`src/shared/mtc_pkg.sv`:
```
// Purpose: Constants and types for the modulo timer counter core
// Assumes: 8-bit registers on classic Wishbone, one word per register
// Notes:   Offsets are byte addresses of aligned 32-bit words
package mtc_pkg;

	// ****************************************
	// Register offsets
	// ****************************************
	localparam logic [7:0] ADR_CTRL_STAT  = 8'h00;
	localparam logic [7:0] ADR_CNT_HIGH   = 8'h04;
	localparam logic [7:0] ADR_CNT_LOW    = 8'h08;
	localparam logic [7:0] ADR_WRAP_HIGH  = 8'h0c;
	localparam logic [7:0] ADR_WRAP_LOW   = 8'h10;
	localparam logic [7:0] ADR_CHAN_CTRL  = 8'h14;

	// ****************************************
	// Field positions
	// ****************************************
	localparam int BIT_OVF   = 7;
	localparam int BIT_OVIE  = 6;
	localparam int BIT_HALT  = 5;
	localparam int BIT_CLR   = 4;
	localparam int BIT_PS_HI = 2;
	localparam int BIT_CH0F  = 0;
	localparam int BIT_CH1F  = 1;
	localparam int BIT_CH0IE = 4;
	localparam int BIT_CH1IE = 5;

	// ****************************************
	// Reset values and codes
	// ****************************************
	localparam logic [15:0] RST_WRAP  = 16'hffff;
	localparam logic [15:0] RST_COUNT = 16'h0000;
	localparam logic [2:0]  PS_EXT    = 3'h7;
	localparam logic [5:0]  RST_PRE   = 6'h00;

	typedef enum logic [1:0] {
		MTC_CLR_IDLE  = 2'b00,
		MTC_CLR_ARMED = 2'b01
	} mtc_clr_e;

endpackage

```
`src/rtl/mtc_core.sv`:
```
// Purpose: 16-bit modulo timer counter core with Wishbone register access
// Assumes: Classic Wishbone, 8-bit data in low bits of a 32-bit word
// Notes:   Channel capture and compare logic sits outside this core
//
// Our own choices: the address map and the Wishbone interface to the registers.
`timescale 1ns/1ns
module mtc_core #(
	parameter bit HAS_EXT_CLK = 1'b1
) (
	// Clock and reset
	input  wire logic        clk_i,
	input  wire logic        rst_i,
	// Wishbone slave
	input  wire logic        cyc_i,
	input  wire logic        stb_i,
	input  wire logic        we_i,
	input  wire logic [7:0]  adr_i,
	input  wire logic [3:0]  sel_i,
	input  wire logic [31:0] dat_i,
	output logic      [31:0] dat_o,
	output logic             ack_o,
	// System state
	input  wire logic        stop_mode_i,
	input  wire logic        break_i,
	input  wire logic        break_clear_permit_i,
	// External count clock
	input  wire logic        external_count_clock_i,
	// Channel events from capture and compare logic
	input  wire logic [1:0]  chan_event_i,
	// Counter state to channel logic
	output logic      [15:0] count_o,
	output logic             overflow_o,
	// Interrupt requests
	output logic             overflow_irq_o,
	output logic [1:0]       chan_irq_o
);
	typedef struct packed {
		logic                 ack;
		logic [31:0]          rdat;
		logic [15:0]          count;
		logic [5:0]           pre;
		logic [15:0]          wrap;
		logic [7:0]           wrap_hi_pend;
		logic                 wrap_lock;
		logic [7:0]           low_buf;
		logic                 low_latched;
		logic                 overflow_flag;
		logic                 overflow_irq_enable;
		logic                 counter_halt;
		logic [2:0]           clock_divide_select;
		mtc_pkg::mtc_clr_e    ovf_arm;
		logic [1:0]           channel_event_flag;
		logic [1:0]           channel_irq_enable;
		logic [1:0]           ch_arm;
		logic                 ovf_pulse;
		logic                 ovf_irq;
		logic [1:0]           ch_irq;
	} mtc_core_s;

	mtc_core_s st_ff;
	mtc_core_s nxt_st;
	logic      ext_rise;

	// ****************************************
	// External clock edge detect
	// ****************************************
	mtc_ext_sync u_sync (
		.clk_i  (clk_i),
		.rst_i  (rst_i),
		.ext_i  (external_count_clock_i),
		.rise_o (ext_rise)
	);

	// ****************************************
	// Helpers
	// ****************************************
	function automatic logic pre_tick(input logic [2:0] sel, input logic [5:0] pre,
		input logic ext);
		logic [5:0] mask;
		mask = 6'h3f;
		if (sel == mtc_pkg::PS_EXT) begin
			pre_tick = ext & HAS_EXT_CLK;
		end else begin
			// Divide by 2^sel: tick when the low sel prescaler bits are all ones
			mask     = 6'h3f >> (3'h6 - sel);
			pre_tick = &(pre | ~mask);
		end
	endfunction

	function automatic logic flag_clear(input logic armed, input logic wbit,
		input logic brk, input logic permit);
		flag_clear = armed & ~wbit & (~brk | permit);
	endfunction

	// ****************************************
	// Next state
	// ****************************************
	always_comb begin
		logic       req;
		logic       wr;
		logic       rd;
		logic [7:0] wb;
		logic       tick;
		logic       run;
		logic       hit;
		logic       clr;
		logic [7:0] rv;
		logic       touch;
		req   = cyc_i & stb_i & ~st_ff.ack;
		wr    = req & we_i & sel_i[0];
		rd    = req & ~we_i;
		wb    = dat_i[7:0];
		nxt_st = st_ff;
		nxt_st.ack = req;
		nxt_st.ovf_pulse = 1'b0;
		touch = ~break_i | break_clear_permit_i;
		clr   = wr && adr_i == mtc_pkg::ADR_CTRL_STAT && wb[mtc_pkg::BIT_CLR];

		// Stop mode and break both freeze counting; registers are kept
		run  = ~st_ff.counter_halt & ~stop_mode_i & ~break_i;
		tick = run & pre_tick(st_ff.clock_divide_select, st_ff.pre, ext_rise);
		hit  = tick & (st_ff.count == st_ff.wrap);
		if (run) begin
			nxt_st.pre = st_ff.pre + 6'h01;
		end
		if (tick) begin
			nxt_st.count = hit ? mtc_pkg::RST_COUNT : st_ff.count + 16'h0001;
		end
		if (hit & ~st_ff.wrap_lock) begin
			nxt_st.ovf_pulse = 1'b1;
		end

		// Register reads
		rv = 8'h00;
		unique case (adr_i)
			mtc_pkg::ADR_CTRL_STAT: rv = {st_ff.overflow_flag, st_ff.overflow_irq_enable,
				st_ff.counter_halt, 2'b00, st_ff.clock_divide_select};
			mtc_pkg::ADR_CNT_HIGH:  rv = st_ff.count[15:8];
			mtc_pkg::ADR_CNT_LOW:   rv = st_ff.low_latched ? st_ff.low_buf : st_ff.count[7:0];
			mtc_pkg::ADR_WRAP_HIGH: rv = st_ff.wrap[15:8];
			mtc_pkg::ADR_WRAP_LOW:  rv = st_ff.wrap[7:0];
			mtc_pkg::ADR_CHAN_CTRL: rv = {2'b00, st_ff.channel_irq_enable, 2'b00,
				st_ff.channel_event_flag};
			default:                rv = 8'h00;
		endcase
		nxt_st.rdat = req ? {24'h000000, rv} : 32'h00000000;

		if (rd) begin
			unique case (adr_i)
				mtc_pkg::ADR_CTRL_STAT: begin
					if (st_ff.overflow_flag & touch) begin
						nxt_st.ovf_arm = mtc_pkg::MTC_CLR_ARMED;
					end
				end
				mtc_pkg::ADR_CNT_HIGH: begin
					if (!st_ff.low_latched) begin
						nxt_st.low_buf     = st_ff.count[7:0];
						nxt_st.low_latched = 1'b1;
					end
				end
				mtc_pkg::ADR_CNT_LOW:  nxt_st.low_latched = 1'b0;
				mtc_pkg::ADR_CHAN_CTRL: begin
					if (touch) begin
						nxt_st.ch_arm = st_ff.channel_event_flag;
					end
				end
				default: ;
			endcase
		end

		// Register writes
		if (wr) begin
			unique case (adr_i)
				mtc_pkg::ADR_CTRL_STAT: begin
					nxt_st.overflow_irq_enable = wb[mtc_pkg::BIT_OVIE];
					nxt_st.counter_halt        = wb[mtc_pkg::BIT_HALT];
					nxt_st.clock_divide_select = wb[mtc_pkg::BIT_PS_HI:0];
					if (flag_clear(st_ff.ovf_arm == mtc_pkg::MTC_CLR_ARMED,
						wb[mtc_pkg::BIT_OVF], break_i, break_clear_permit_i)) begin
						nxt_st.overflow_flag = 1'b0;
					end
					if (touch) begin
						nxt_st.ovf_arm = mtc_pkg::MTC_CLR_IDLE;
					end
				end
				mtc_pkg::ADR_WRAP_HIGH: begin
					nxt_st.wrap_hi_pend = wb;
					nxt_st.wrap_lock    = 1'b1;
				end
				mtc_pkg::ADR_WRAP_LOW: begin
					nxt_st.wrap      = {st_ff.wrap_lock ? st_ff.wrap_hi_pend : st_ff.wrap[15:8],
						wb};
					nxt_st.wrap_lock = 1'b0;
				end
				mtc_pkg::ADR_CHAN_CTRL: begin
					nxt_st.channel_irq_enable = wb[mtc_pkg::BIT_CH1IE:mtc_pkg::BIT_CH0IE];
					for (int i = 0; i < 2; i++) begin
						if (flag_clear(st_ff.ch_arm[i], wb[i], break_i, break_clear_permit_i)) begin
							nxt_st.channel_event_flag[i] = 1'b0;
						end
					end
					if (touch) begin
						nxt_st.ch_arm = 2'b00;
					end
				end
				default: ;
			endcase
		end

		// Clear bit is write-only and never stored; halt in the same write still applies
		if (clr) begin
			nxt_st.count = mtc_pkg::RST_COUNT;
			nxt_st.pre   = mtc_pkg::RST_PRE;
		end

		// Events beat a clear in the same cycle and disarm the pending clear
		if (nxt_st.ovf_pulse) begin
			nxt_st.overflow_flag = 1'b1;
			nxt_st.ovf_arm       = mtc_pkg::MTC_CLR_IDLE;
		end
		// Capture or compare events arrive alike from the channel logic
		for (int i = 0; i < 2; i++) begin
			if (chan_event_i[i] & ~stop_mode_i) begin
				nxt_st.channel_event_flag[i] = 1'b1;
				nxt_st.ch_arm[i]             = 1'b0;
			end
		end

		// Requests stay live in wait mode so they can wake the core
		nxt_st.ovf_irq = nxt_st.overflow_flag & nxt_st.overflow_irq_enable;
		nxt_st.ch_irq  = nxt_st.channel_event_flag & nxt_st.channel_irq_enable;
	end

	// ****************************************
	// State register
	// ****************************************
	always_ff @(posedge clk_i) begin
		if (rst_i) begin
			st_ff                     <= '0;
			st_ff.wrap                <= mtc_pkg::RST_WRAP;
			st_ff.counter_halt        <= 1'b1;
			st_ff.ovf_arm             <= mtc_pkg::MTC_CLR_IDLE;
		end else begin
			st_ff <= nxt_st;
		end
	end

	assign ack_o          = st_ff.ack;
	assign dat_o          = st_ff.rdat;
	assign count_o        = st_ff.count;
	assign overflow_o     = st_ff.ovf_pulse;
	assign overflow_irq_o = st_ff.ovf_irq;
	assign chan_irq_o     = st_ff.ch_irq;
endmodule // mtc_core

```
`src/rtl/mtc_ext_sync.sv`:
```
// Purpose: Synchronise the external count clock and detect rising edges
// Assumes: Input toggles at no more than half the bus clock rate
// Notes:   First stage feeds only the second stage
`timescale 1ns/1ns
module mtc_ext_sync (
	// Clock and reset
	input  wire logic clk_i,
	input  wire logic rst_i,
	// Pin and edge
	input  wire logic ext_i,
	output logic      rise_o
);
	typedef struct packed {
		logic s1;
		logic s2;
		logic s3;
		logic rise;
	} mtc_sync_s;

	mtc_sync_s st_ff;
	mtc_sync_s nxt_st;

	always_comb begin
		nxt_st      = st_ff;
		nxt_st.s1   = ext_i;
		nxt_st.s2   = st_ff.s1;
		nxt_st.s3   = st_ff.s2;
		nxt_st.rise = st_ff.s2 & ~st_ff.s3;
	end

	always_ff @(posedge clk_i) begin
		if (rst_i) begin
			st_ff <= '0;
		end else begin
			st_ff <= nxt_st;
		end
	end

	assign rise_o = st_ff.rise;
endmodule // mtc_ext_sync

```
`config.mk`:
```
export PLATFORM = sky130hd
export DESIGN_NAME = mtc_core
export DESIGN_NICKNAME = d
export VERILOG_FILES = /design/src/shared/mtc_pkg.sv /design/src/rtl/mtc_core.sv /design/src/rtl/mtc_ext_sync.sv
export SDC_FILE = /design/constraint.sdc
export NUM_CORES = 1
export LEC_CHECK = 0
export ABC_AREA = 0
export BUFFER_PORTS_ARGS = -buffer_cell sky130_fd_sc_hd__buf_4
export CORE_ASPECT_RATIO = 0.7
export CORE_MARGIN = 4
export CORE_UTILIZATION = 30
export CTS_BUF_LIST = sky130_fd_sc_hd__clkbuf_8 sky130_fd_sc_hd__clkbuf_16
export CTS_CLUSTER_DIAMETER = 200
export DETAILED_ROUTE_END_ITERATION = 8
export GPL_TIMING_DRIVEN = 0
export PLACE_DENSITY = 0.47
export SETUP_SLACK_MARGIN = 0.5
export SLEW_MARGIN = 20
export SYNTH_ARGS = -nofsm -noshare
export SYNTH_HDL_FRONTEND = slang
export SYNTH_SLANG_ARGS = --single-unit
export TNS_END_PERCENT = 50
```
`constraint.sdc`:
```
create_clock -name clk_i -period 4.55 [get_ports clk_i]
set_input_delay 0.455 -clock clk_i [delete_from_list [all_inputs] [get_ports clk_i]]
set_output_delay 0.455 -clock clk_i [all_outputs]
set_load 0.005 [all_outputs]
```
**After elaboration in Yosys (flattened, before gate mapping)**

Index checks and enable logic that the tools add are counted.

- Flip-flop bits (word level): 111
- Word-level logic and storage cells: 118
- Input bits: 55

- Bitwise logic cells: 37
- Shifts and indexed selects: 1
- Mux-type cells: 24
- Reductions and logical operators: 18
- Eq/ne operators: 8
- Add/subtract/negate cells: 3

Operators by type and width:

| kind | count |
|---|---|
| $pmux 8 s6 | 1 |
| $and 1x1->1 | 21 |
| $add 16x1->16 const B | 1 |
| $eq 16x16->1 | 1 |
| $eq 8x4->1 const B | 2 |
| $eq 8x5->1 const B | 2 |
| $mux 16 | 1 |
| $mux 2 | 8 |
| $mux 8 | 2 |
| $mux 14 | 1 |
| $not 1->1 | 12 |
| $reduce_and 2->1 | 5 |
| $reduce_or 2->1 | 5 |
| $eq 8x3->1 const B | 1 |
| $logic_not 8->1 | 1 |
| $mux 1 | 8 |
| $add 6x1->6 const B | 1 |
| $mux 6 | 1 |
| $not 6->6 | 1 |
| $or 6x6->6 | 1 |
| $reduce_and 3->1 | 2 |
| $reduce_and 6->1 | 1 |
| $shr 6x3->6 const A | 1 |
| $pmux 1 s2 | 2 |
| other kinds (7) | 9 |

**Depth between registers and ports, before layout**

Gate-level depths: netlist of the first run.

- Word-level depth: 12
- Mapped depth: 9
- Mapped depth without buffers: 7

**Modules after synthesis**

A second synthesis of the first run with hierarchy kept.

- Cells, all modules: 485
- Area, all modules: 4400.5 sq um

By module, submodules not included:

| module | area an instance (sq um) | seq. area each (sq um) | times used | cells an instance |
|---|---|---|---|---|
| mtc_core | 4289.1 | 1661.6 | 1 | 477 |
| mtc_ext_sync | 111.4 | 80.1 | 1 | 8 |

**Least setup slack after synthesis of the first run**

Ideal clock, no wire load.

- Kind: in2reg
- Start: input adr_i[2]
- End: register st_ff (netlist bit count_o[10])
- Setup slack: 2.216 ns
- Path buffers: 2
- Stages on the path: 7
- Required time: 4.425 ns
- Arrival: 2.209 ns
- Cells stage by stage: clkbuf_1 -> or4_1 -> nor4_4 -> a21o_2 -> a21o_4 -> buf_6 -> a21oi_1

- Longest elaborated chain between the ends: 4

RTL lines:

| element | RTL line | source |
|---|---|---|
| start, declared | mtc_core.sv:17 | `input wire logic [7:0] adr_i,` |
| $logic_not 8->1 | mtc_core.sv:117 | `clr = wr && adr_i == mtc_pkg::ADR_CTRL_STAT && wb[mtc_pkg::BIT_CLR];` |
| $logic_and 1x1->1 (2 in series) | mtc_core.sv:117 |  |
| $reduce_or 2->1 (no line) | - |  |
| end signal, assigned | mtc_core.sv:244 | `st_ff <= nxt_st;` |
| end, declared | mtc_core.sv:60 | `mtc_core_s st_ff;` |

No other way between the ends.
A chain may end at the register's enable or synchronous reset.

**Worst setup path in the final report of the first run**

- Start: register st_ff[12] in the netlist's numbering
- End: register st_ff (netlist bit count_o[4])

- Longest elaborated chain between the ends: 9
- Elaborated cells between the ends (all ways): 10
- Classes of those cells: add/sub (1); eq/ne (1); shift (1); mux (2); bitwise (4); reduce/logical (1)

RTL lines:

| element | RTL line | source |
|---|---|---|
| $sub 3x3->3 | mtc_core.sv:85 | `mask = 6'h3f >> (3'h6 - sel);` |
| $shr 6x3->6 | mtc_core.sv:85 |  |
| $not 6->6 | mtc_core.sv:86 | `pre_tick = &(pre \| ~mask);` |
| $or 6x6->6 | mtc_core.sv:86 |  |
| $reduce_and 6->1 | mtc_core.sv:86 |  |
| $mux 1 * | mtc_core.sv:81 | `if (sel == mtc_pkg::PS_EXT) begin` |
| $and 1x1->1 * | mtc_core.sv:121 | `tick = run & pre_tick(st_ff.clock_divide_select, st_ff.pre, ext_rise);` |
| $and 1x1->1 | mtc_core.sv:122 | `hit = tick & (st_ff.count == st_ff.wrap);` |
| $mux 16 | mtc_core.sv:127 | `nxt_st.count = hit ? mtc_pkg::RST_COUNT : st_ff.count + 16'h0001;` |

Every way passes the cells marked *; elsewhere a longest branch is shown, timed or not.

==> metrics.cfg, run 1 <==
[run]
max-cap-violations=0

[setup_path]
crit_required_ns=4.82
path_max_fanout=10
slowest_delay_ns=0.49
critPathKind=flip-flop to flip-flop
crit_family=compound AO/OA/AOI/OAI gates
crit_arrival_ns=3.13
slowest_stage=o41a_1
path_cells=inv_1 > ha_1 > o22a_1 > a31oi_1 > o41a_1 > buf_2 > clkbuf_1 > o21ai_0 > a21oi_1
start_kind=flip-flop
crit_path_end_kind=flip-flop
critPathBufInv=3

[die]
die_h_um=110
core_mm2=0.0142
die_x_um=153
rows=36
ios=108
die_area_mm2=0.0168
initial_core_util_pct=31.3

[global_routing]
antenna_found_initial=0
grt_pass1_vias=3692
grt_pass1_wl_um=20300
grt_usage_pct=15.5
grt_max_degree=14
grt_overflow=0

[power_and_ir_drop]
combPwrFrac_pct=5.3
p_per_area_mw_per_mm2=295
net-switching-power_w=0.000346
clkPwrFrac_pct=47.3
p_int_w=0.00127
p_sw_share_pct=21.4
power_leakage_nw=2.11
ir_worst_vdd_v=0.000175
seq_power_share_pct=47.4

[logic_synthesis]
synthXorXnorAreaFrac_pct=4.14
synth_top_family_by_area=simple AND/OR/NAND/NOR gates
synth_seq_cells=87
synth_compound_area_share_pct=12.9
yosys.cell_count.top_type=dfxtp_1
yosys_warnings=0
synthAdderAreaFrac_pct=1.69
yosys.area_share.simple_pct=23.4
synth_area_leaders=dfxtp_1 39%, buf_4 8.5%, mux2i_1 6.1%
synth_top_area_cell=dfxtp_1
synth_top_area_share_pct=39.2
async_flop_share_pct=0
syn_avg_cell_area_um2=8.74
yosysSeqAreaShare_pct=39.2
synthFlopType=dfxtp_1
syn_inst=508
synth_cell_type_count=52
synth_edf_count=0
syn-cell-area_mm2=0.00444
synth_commonest_cells=87 x dfxtp_1, 50 x buf_4, 46 x nor2_1
muxShareOfSynthArea_pct=6.09

[placement]
hpwlAfterDp_um=9930
pre_cts_slack_ns=1.70
gp_congestion=0.859
place.port_buffers=53

[clock_tree]
cts_buffers=9
cts_buffer_depth=2
post-cts-setup-buffers=0
cts-resized-gates=0
clock_latency_ns=0.34
clk_pin_slew_ns=0.06
postCtsHoldBufs=0
htreeDepth=3
cts_tree=built
cts-root-buf=clkbuf_16
clock-sinks=87

[sta]
rsz0062_at_grt=false
finClkSkew_ns=0.00707
tns_ns=0
slew_headroom_pct=48.5
fin_crit_ns=2.86
post-route-period-util_pct=62.9
finalSetupViolCount=0
finalWorstSetupSlack_ns=1.69
hold_viol=0
fmax_mhz=350
worstMarginPinSlew_ns=0.769
drv_slew=0

[run_status]
outcome=finished clean

[drt]
wl_met1_um=6750
drt_wl_total_um=12800
drcViolationCount=0
wl_met3_um=786
wl_met2_um=5190
viasPerCell=4.87
wl_per_cell_um=16.2
vias=3847
first_iter_violations=278
highest_layer=met4
ant_nets=0
firstDrtPassIters=5

[finish]
nets=656
drive_above_1_share_pct=23.3
n_antenna_cell=0
final_util_pct=38.6
area_growth_pct=23.4

[hold_path]
min-delay-path-class=input port to flip-flop

[per-stage QoR]
stage / hold slack [ns] / cell area [um2] / power (W) / instances
global placement: 0.372 / 5160 / 0.000868 / 774
finish: 0.330 / 5480 / 0.00162 / 790
floorplan: 0.367 / 4520 / 0.000832 / 531
CTS: 0.318 / 5480 / 0.00163 / 790
global route: 0.341 / 5480 / 0.00167 / 790
detailed placement: 0.376 / 5170 / 0.000868 / 774
[power groups by stage]
stage	sequential (W)	combinational, W	clock (W)
CTS	0.000766	0.0000854	0.000783
finish	0.000766	0.0000864	0.000764
global placement	0.000783	0.0000848	0
global route	0.000766	0.0000955	0.000805
floorplan	0.000783	0.0000490	0
detailed placement	0.000783	0.0000853	0
[cell usage in the layout (no fill, tap or decap), types with 19 or more instances in the layout]
cell type / instances
a21oi_1: 39
nand2_1: 38
dfxtp_1: 87
buf_4: 103
clkbuf_1: 19
mux2i_1: 27
nor2_1: 46
xnor2_1: 19
nand3_1: 21
conb_1: 24
[registers in the layout (all words and copies together) (netlist names)]
name and cells:
overflow_o 1, st_ff 54, u_sync.nxt_st 2, count_o 16, ack_o 1, overflow_irq_o 1, u_sync.st_ff 1, dat_o 8
chan_irq_o 2, u_sync.rise_o 1
[layer usage]
metal  track usage [%]  vias to the layer above
met5                 0                        -
met4              3.21                        0
met3              3.54                       10
met2              22.5                      102
met1              23.3                     1846
li1                  -                     1889
[cells by family (layout without fill, tap and decap cells)]
logic type               count (synthesis)  after routing
adder cells (fa/ha/maj)                  6              6
multiplexers                            27             27
other                                    1             24
buffers and inverters                   91            160
AO/OA/AOI/OAI                           88             88
AND/OR/NAND/NOR                        187            187
flip-flops                              87             87
XOR/XNOR                                21             21
[area by class of cell]
class,count,area [um2]
Inverter,12,45.0
Clock buffer,12,267
Buffer,79,507
Tap cell,190,238
Timing Repair Buffer,53,398
Fill cell,1467,8710
Multi-Input combinational cell,353,2240
Clock inverter,4,43.8
Sequential cell,87,1740
[final timing paths]
path,startpoint,end,slack [ns],cells after the start
max,st_ff[12],count_o[4],1.69,9
max reg2reg,st_ff[12],count_o[4],1.69,9
min reg2reg,u_sync.st_ff[1],u_sync.rise_o,0.38,1
min,external_count_clock_i,u_sync.nxt_st[2],0.33,2
Note: power is estimated with default switching activity, not from simulation.
==> inputs of run 2 (changes only) <==
PLACE_DENSITY = 0.49   (was 0.47)
clock period = 2.5 ns   (was 4.55 ns; I/O delays follow)
==> run 2 against run 1 <==
Routed wire length up 3.5%. Critical endpoint is now count_o[14]. Count of clock-buffer cells in the layout down 3. Design area up 6.4%. Largest power group unchanged.
==> metrics.cfg, run 2 (synthesis gave the netlist of run 1 again) <==
[power_and_ir_drop]
seq_power_share_pct=48.7
power_leakage_nw=2.24
clkPwrFrac_pct=45.5
p_int_w=0.00222
ir_worst_vdd_v=0.000364
combPwrFrac_pct=5.8
net-switching-power_w=0.000635
p_per_area_mw_per_mm2=490
p_sw_share_pct=22.2

[sta]
post-route-period-util_pct=94.1
rsz0062_at_grt=true
hold_viol=0
slew_headroom_pct=54.5
finClkSkew_ns=0.00824
fin_crit_ns=2.35
fmax_mhz=425
drv_slew=0
finalSetupViolCount=0
worstMarginPinSlew_ns=0.682

[die]
die_x_um=153
rows=36
die_h_um=110
ios=108
core_mm2=0.0142
die_area_mm2=0.0168
initial_core_util_pct=31.3

[finish]
n_antenna_cell=0
fin_cells=802
layout_commonest_cell=buf_4
nFillCells=1456
top_register=st_ff
final_cell_mix=113 x buf_4, 85 x dfxtp_1, 44 x nor2_1
postLayoutCellArea_mm2=0.00583
nets=669
area_growth_pct=31.3
drive_above_1_share_pct=31.0
final_util_pct=41.1
largest_reg_flops=54

[clock_tree]
cts-root-buf=clkbuf_16
htreeDepth=3
clock_latency_ns=0.34
clk_pin_slew_ns=0.06
clock-sinks=87
cts_buffer_depth=2
cts_tree=built
postCtsHoldBufs=0
cts_buffers=9

[setup_path]
r2r-start=st_ff[12]
crit_required_ns=2.78
crit_arrival_ns=2.63
path_cells=inv_2 > ha_4 > o22a_1 > a31oi_4 > o41a_4 > buf_12 > buf_8 > or4_4 > a21oi_2
critPathKind=flip-flop to flip-flop
reg2reg_slack_ns=0.15
slowest_stage=o41a_4
path_max_fanout=5
slowest_delay_ns=0.49
reg2reg_depth=9
critPathBufInv=3
crit_family=compound AO/OA/AOI/OAI gates
start_kind=flip-flop
crit_path_end_kind=flip-flop
timing.rr.end=count_o[14]

[global_routing]
grt_pass1_vias=3858
grt_max_degree=14
grt_overflow=0
grt_pass1_wl_um=21100
antenna_found_initial=0
grt_usage_pct=16.2

[drt]
wl_per_cell_um=16.6
firstDrtPassIters=4
drt_wl_total_um=13300
viasPerCell=4.85
vias=3893
first_iter_violations=282
drcViolationCount=0
ant_nets=0

[hold_path]
worstHoldStart=external_count_clock_i
hold_end=u_sync.nxt_st[2]
min-delay-path-class=input port to flip-flop
worstHoldPathCells=2

[placement]
hpwlAfterDp_um=9920
gp_congestion=0.878
place.port_buffers=53
placedCellCount=774
placed_cell_area_mm2=0.00522

[run]
max-cap-violations=0

[run_status]
outcome=finished clean

==> run 2: cell count changes in the layout (fill, tap and decap cells not counted), sizes merged <==
cell,previous run,this run
buf,113,126
clkbuf,31,28
clkinvlp,0,1
inv,13,14
==> run 2: metal layers <==
layer / wire, um / vias to the layer above / share of wire, % / GRT usage (%)
met2: 5570 / 109 / 42 / 23.3
met3: 916 / 2 / 6.9 / 3.74
met1: 6750 / 1864 / 51 / 24.1
li1: - / 1918 / - / -
met4: 48 / 0 / 0.36 / 4.35
met5: 0 / - / 0 / 0
==> run 2: cell type report <==
type | count | area [um2] | area share [%]
repair buffers | 66 | 513 | 8.80
clock inverters | 6 | 55.1 | 0.945
plain buffers | 79 | 539 | 9.25
flip-flops and latches | 87 | 1750 | 30.0
multi-input cells | 353 | 2460 | 42.2
clock buffers | 9 | 225 | 3.86
inverters | 12 | 47.5 | 0.816
well taps | 190 | 238 | 4.08
==> run 2: how the worst max path moves through the flow <==
stage | slack (ns) | end | startpoint | depth (start not counted)
final | 0.15 | count_o[14] | st_ff[12] | 9
after global routing | 0.11 | count_o[4] | st_ff[12] | 10
after CTS | 0.13 | count_o[14] | st_ff[12] | 9
after detailed placement | -0.11 | count_o[15] | adr_i[6] | 8
after global placement | -0.07 | count_o[13] | adr_i[6] | 8
after floorplan | 0.31 | count_o[14] | st_ff[12] | 8
==> run 2: what timing repair did <==
action | 4_1_cts | 5_1_grt
resized for setup | 25 | 28
setup buffers | 11 | 2
endpoints found under the setup margin | 58 | 33
gates cloned | 0 | 0
pin swaps | 18 | 7
==> run 2: power by group through the flow <==
| stage | Sequential [W] | Clock, W | Combinational [W] |
|---|---|---|---|
| 2_1_floorplan | 0.00142 | 0 | 0.0000909 |
| 3_3_place_gp | 0.00142 | 0 | 0.000156 |
| 3_5_place_dp | 0.00142 | 0 | 0.000157 |
| 4_1_cts | 0.00139 | 0.00133 | 0.000160 |
| 5_1_grt | 0.00139 | 0.00140 | 0.000180 |
| 6_report | 0.00139 | 0.00130 | 0.000165 |
==> run 2: metrics by stage <==
stage               setup slack (ns)  power [W]  TNS (ns)  hold WS [ns]
global route                   0.108    0.00297         0         0.139
floorplan                      0.313    0.00152         0         0.367
global placement             -0.0750    0.00158    -0.738         0.372
detailed placement            -0.105    0.00158     -1.20         0.380
CTS                            0.131    0.00289         0         0.116
finish                         0.149    0.00286         0         0.124
==> inputs of run 3 (changes only) <==
--- a/config.mk
+++ b/config.mk
@@ -17,5 +17,4 @@
 export PLACE_DENSITY = 0.49
 export SETUP_SLACK_MARGIN = 0.5
-export SLEW_MARGIN = 20
 export SYNTH_ARGS = -nofsm -noshare
 export SYNTH_HDL_FRONTEND = slang
==> constraint.sdc (replaced) <==
create_clock -name clk_i -period 2.5 [get_ports clk_i]
set_input_delay 0.5 -clock clk_i [delete_from_list [all_inputs] [get_ports clk_i]]
set_output_delay 0.5 -clock clk_i [all_outputs]
set_load 0.005 [all_outputs]
==> run 3 against run 2 <==
Sequential share of layout area down 1.3 points. Register-to-register slack better by 0.04 ns. Total power up 8.1%. Critical path type unchanged. Largest cell class unchanged. Highest routed layer unchanged.
==> metrics.cfg, run 3 (synthesis gave the netlist of run 1 again) <==
[run_status]
outcome=finished clean

[power_and_ir_drop]
power_leakage_nw=2.33
net-switching-power_w=0.000664
clkPwrFrac_pct=49.5
p_sw_share_pct=21.5
combPwrFrac_pct=5.5
ir_worst_vdd_v=0.000317
seq_power_share_pct=45.0
p_per_area_mw_per_mm2=507
p_int_w=0.00242

[clock_tree]
cts_tree=built
cts_buffers=9
clock-sinks=87
clk_pin_slew_ns=0.07
clock_latency_ns=0.34
cts_buffer_depth=2
htreeDepth=3
cts-root-buf=clkbuf_16

[drt]
wl_per_cell_um=16.4
ant_nets=0
drcViolationCount=0
highest_layer=met4
wl_met3_um=992
wl_met2_um=5440
firstDrtPassIters=5
viasPerCell=4.89
vias=3980
drt_wl_total_um=13400
first_iter_violations=265
wl_met1_um=6810

[sta]
rsz0062_at_grt=true
slew_headroom_pct=47.2
drv_slew=0
post-route-period-util_pct=92.5
hold_viol=0
fin_crit_ns=2.31
finalWorstSetupSlack_ns=0.189
fmax_mhz=433
whs_ns=0.375
finClkSkew_ns=0.00764
worstMarginPinSlew_ns=0.792
finalSetupViolCount=0

[hold_path]
min-delay-path-class=input port to flip-flop
worstHoldStart=external_count_clock_i
hold_end=u_sync.nxt_st[2]
worstHoldPathCells=2

[setup_path]
reg2reg_depth=8
r2r-start=st_ff[12]
crit_path_end_kind=flip-flop
crit_family=compound AO/OA/AOI/OAI gates
slowest_stage=o41a_1
start_kind=flip-flop
crit_arrival_ns=2.59
path_max_fanout=5
critPathKind=flip-flop to flip-flop
worstSetupStartpoint=st_ff[12]
slowest_delay_ns=0.48
crit_required_ns=2.78
reg2reg_slack_ns=0.19
timing.rr.end=count_o[12]
path_cells=inv_4 > ha_4 > o22a_1 > a31oi_4 > o41a_1 > buf_6 > or4_4 > a21oi_2
critPathBufInv=2

[global_routing]
grt_max_degree=15
grt_usage_pct=16.1
grt_overflow=0
antenna_found_initial=0
grt_pass1_wl_um=21200
grt_pass1_vias=3844

[placement]
place.port_buffers=53
placedCellCount=774
gp_congestion=0.879
hpwlAfterDp_um=9650
pre_cts_slack_ns=-0.324

[die]
initial_core_util_pct=31.3
die_h_um=110
die_x_um=153
rows=36
ios=108
core_mm2=0.0142
die_area_mm2=0.0168

[run]
max-cap-violations=0

[finish]
top_register=st_ff
area_growth_pct=37.2
nFillCells=1403
drive_above_1_share_pct=34.5
layout_commonest_cell=buf_4
largest_reg_flops=54
n_antenna_cell=0
nets=680
fin_cells=814
final_cell_mix=119 x buf_4, 85 x dfxtp_1, 41 x nor2_1

-- run 3: worst register-to-register path, delay by kind of cell, from the launching register on --
family	cells	cell delay, ns
and+or+nand+nor	1	0.48
DFF	1	0.39
AOI/OAI and AO/OA	4	0.91
adders and majority gates	1	0.25
buffers and inverters	2	0.22
-- run 3: per-layer routing --
| metal | GRT usage [%] | vias up |
|---|---|---|
| met2 | 23.8 | 128 |
| met4 | 3.65 | 0 |
| li1 | - | 1946 |
| met1 | 23.7 | 1892 |
| met5 | 0 | - |
| met3 | 3.93 | 14 |
-- run 3: final cells by class --
cell class	instances	area [um2]	share of cell area, %
plain buffers	79	559	9.19
clock buffers	12	267	4.38
clock inverters	4	76.3	1.25
inverters	12	50.0	0.822
multi-input cells	353	2520	41.4
flip-flops and latches	87	1750	28.7
well taps	190	238	3.91
repair buffers	77	626	10.3
-- run 3: metrics by stage --
| stage | total power, W | util (%) | TNS [ns] | area [um2] |
|---|---|---|---|---|
| 4_1_cts | 0.00311 | 41.6 | 0 | 5900 |
| 3_3_place_gp | 0.00158 | 36.6 | -10.60 | 5200 |
| 5_1_grt | 0.00319 | 42.9 | 0 | 6090 |
| 6_report | 0.00309 | 42.9 | 0 | 6090 |
| 3_5_place_dp | 0.00158 | 36.6 | -10.09 | 5200 |
| 2_1_floorplan | 0.00151 | - | 0 | 4560 |
-- run 3: power by group through the flow --
stage          clock [W]  sequential [W]  combinational (W)
2_1_floorplan          0         0.00142          0.0000907
3_3_place_gp           0         0.00142           0.000157
3_5_place_dp           0         0.00142           0.000158
4_1_cts          0.00156         0.00139           0.000163
5_1_grt          0.00161         0.00139           0.000185
6_report         0.00153         0.00139           0.000169
-- run 3: worst max-delay path by stage --
stage / cells past startpoint / to / slack (ns)
after floorplan: 7 / count_o[10] / 0.16
after global placement: 8 / count_o[13] / -0.32
after detailed placement: 8 / count_o[13] / -0.32
after CTS: 8 / count_o[12] / 0.21
after global routing: 8 / count_o[12] / 0.12
final: 8 / count_o[12] / 0.19
-- run 3: repair_timing --
item | 4_1_cts | 5_1_grt
setup endpoints to repair | 73 | 69
setup buffers | 17 | 5
hold buffers | 0 | 0
hold endpoints to repair | 0 | 0
pin swaps | 37 | 14
resized for setup | 41 | 39
cloned | 2 | 0
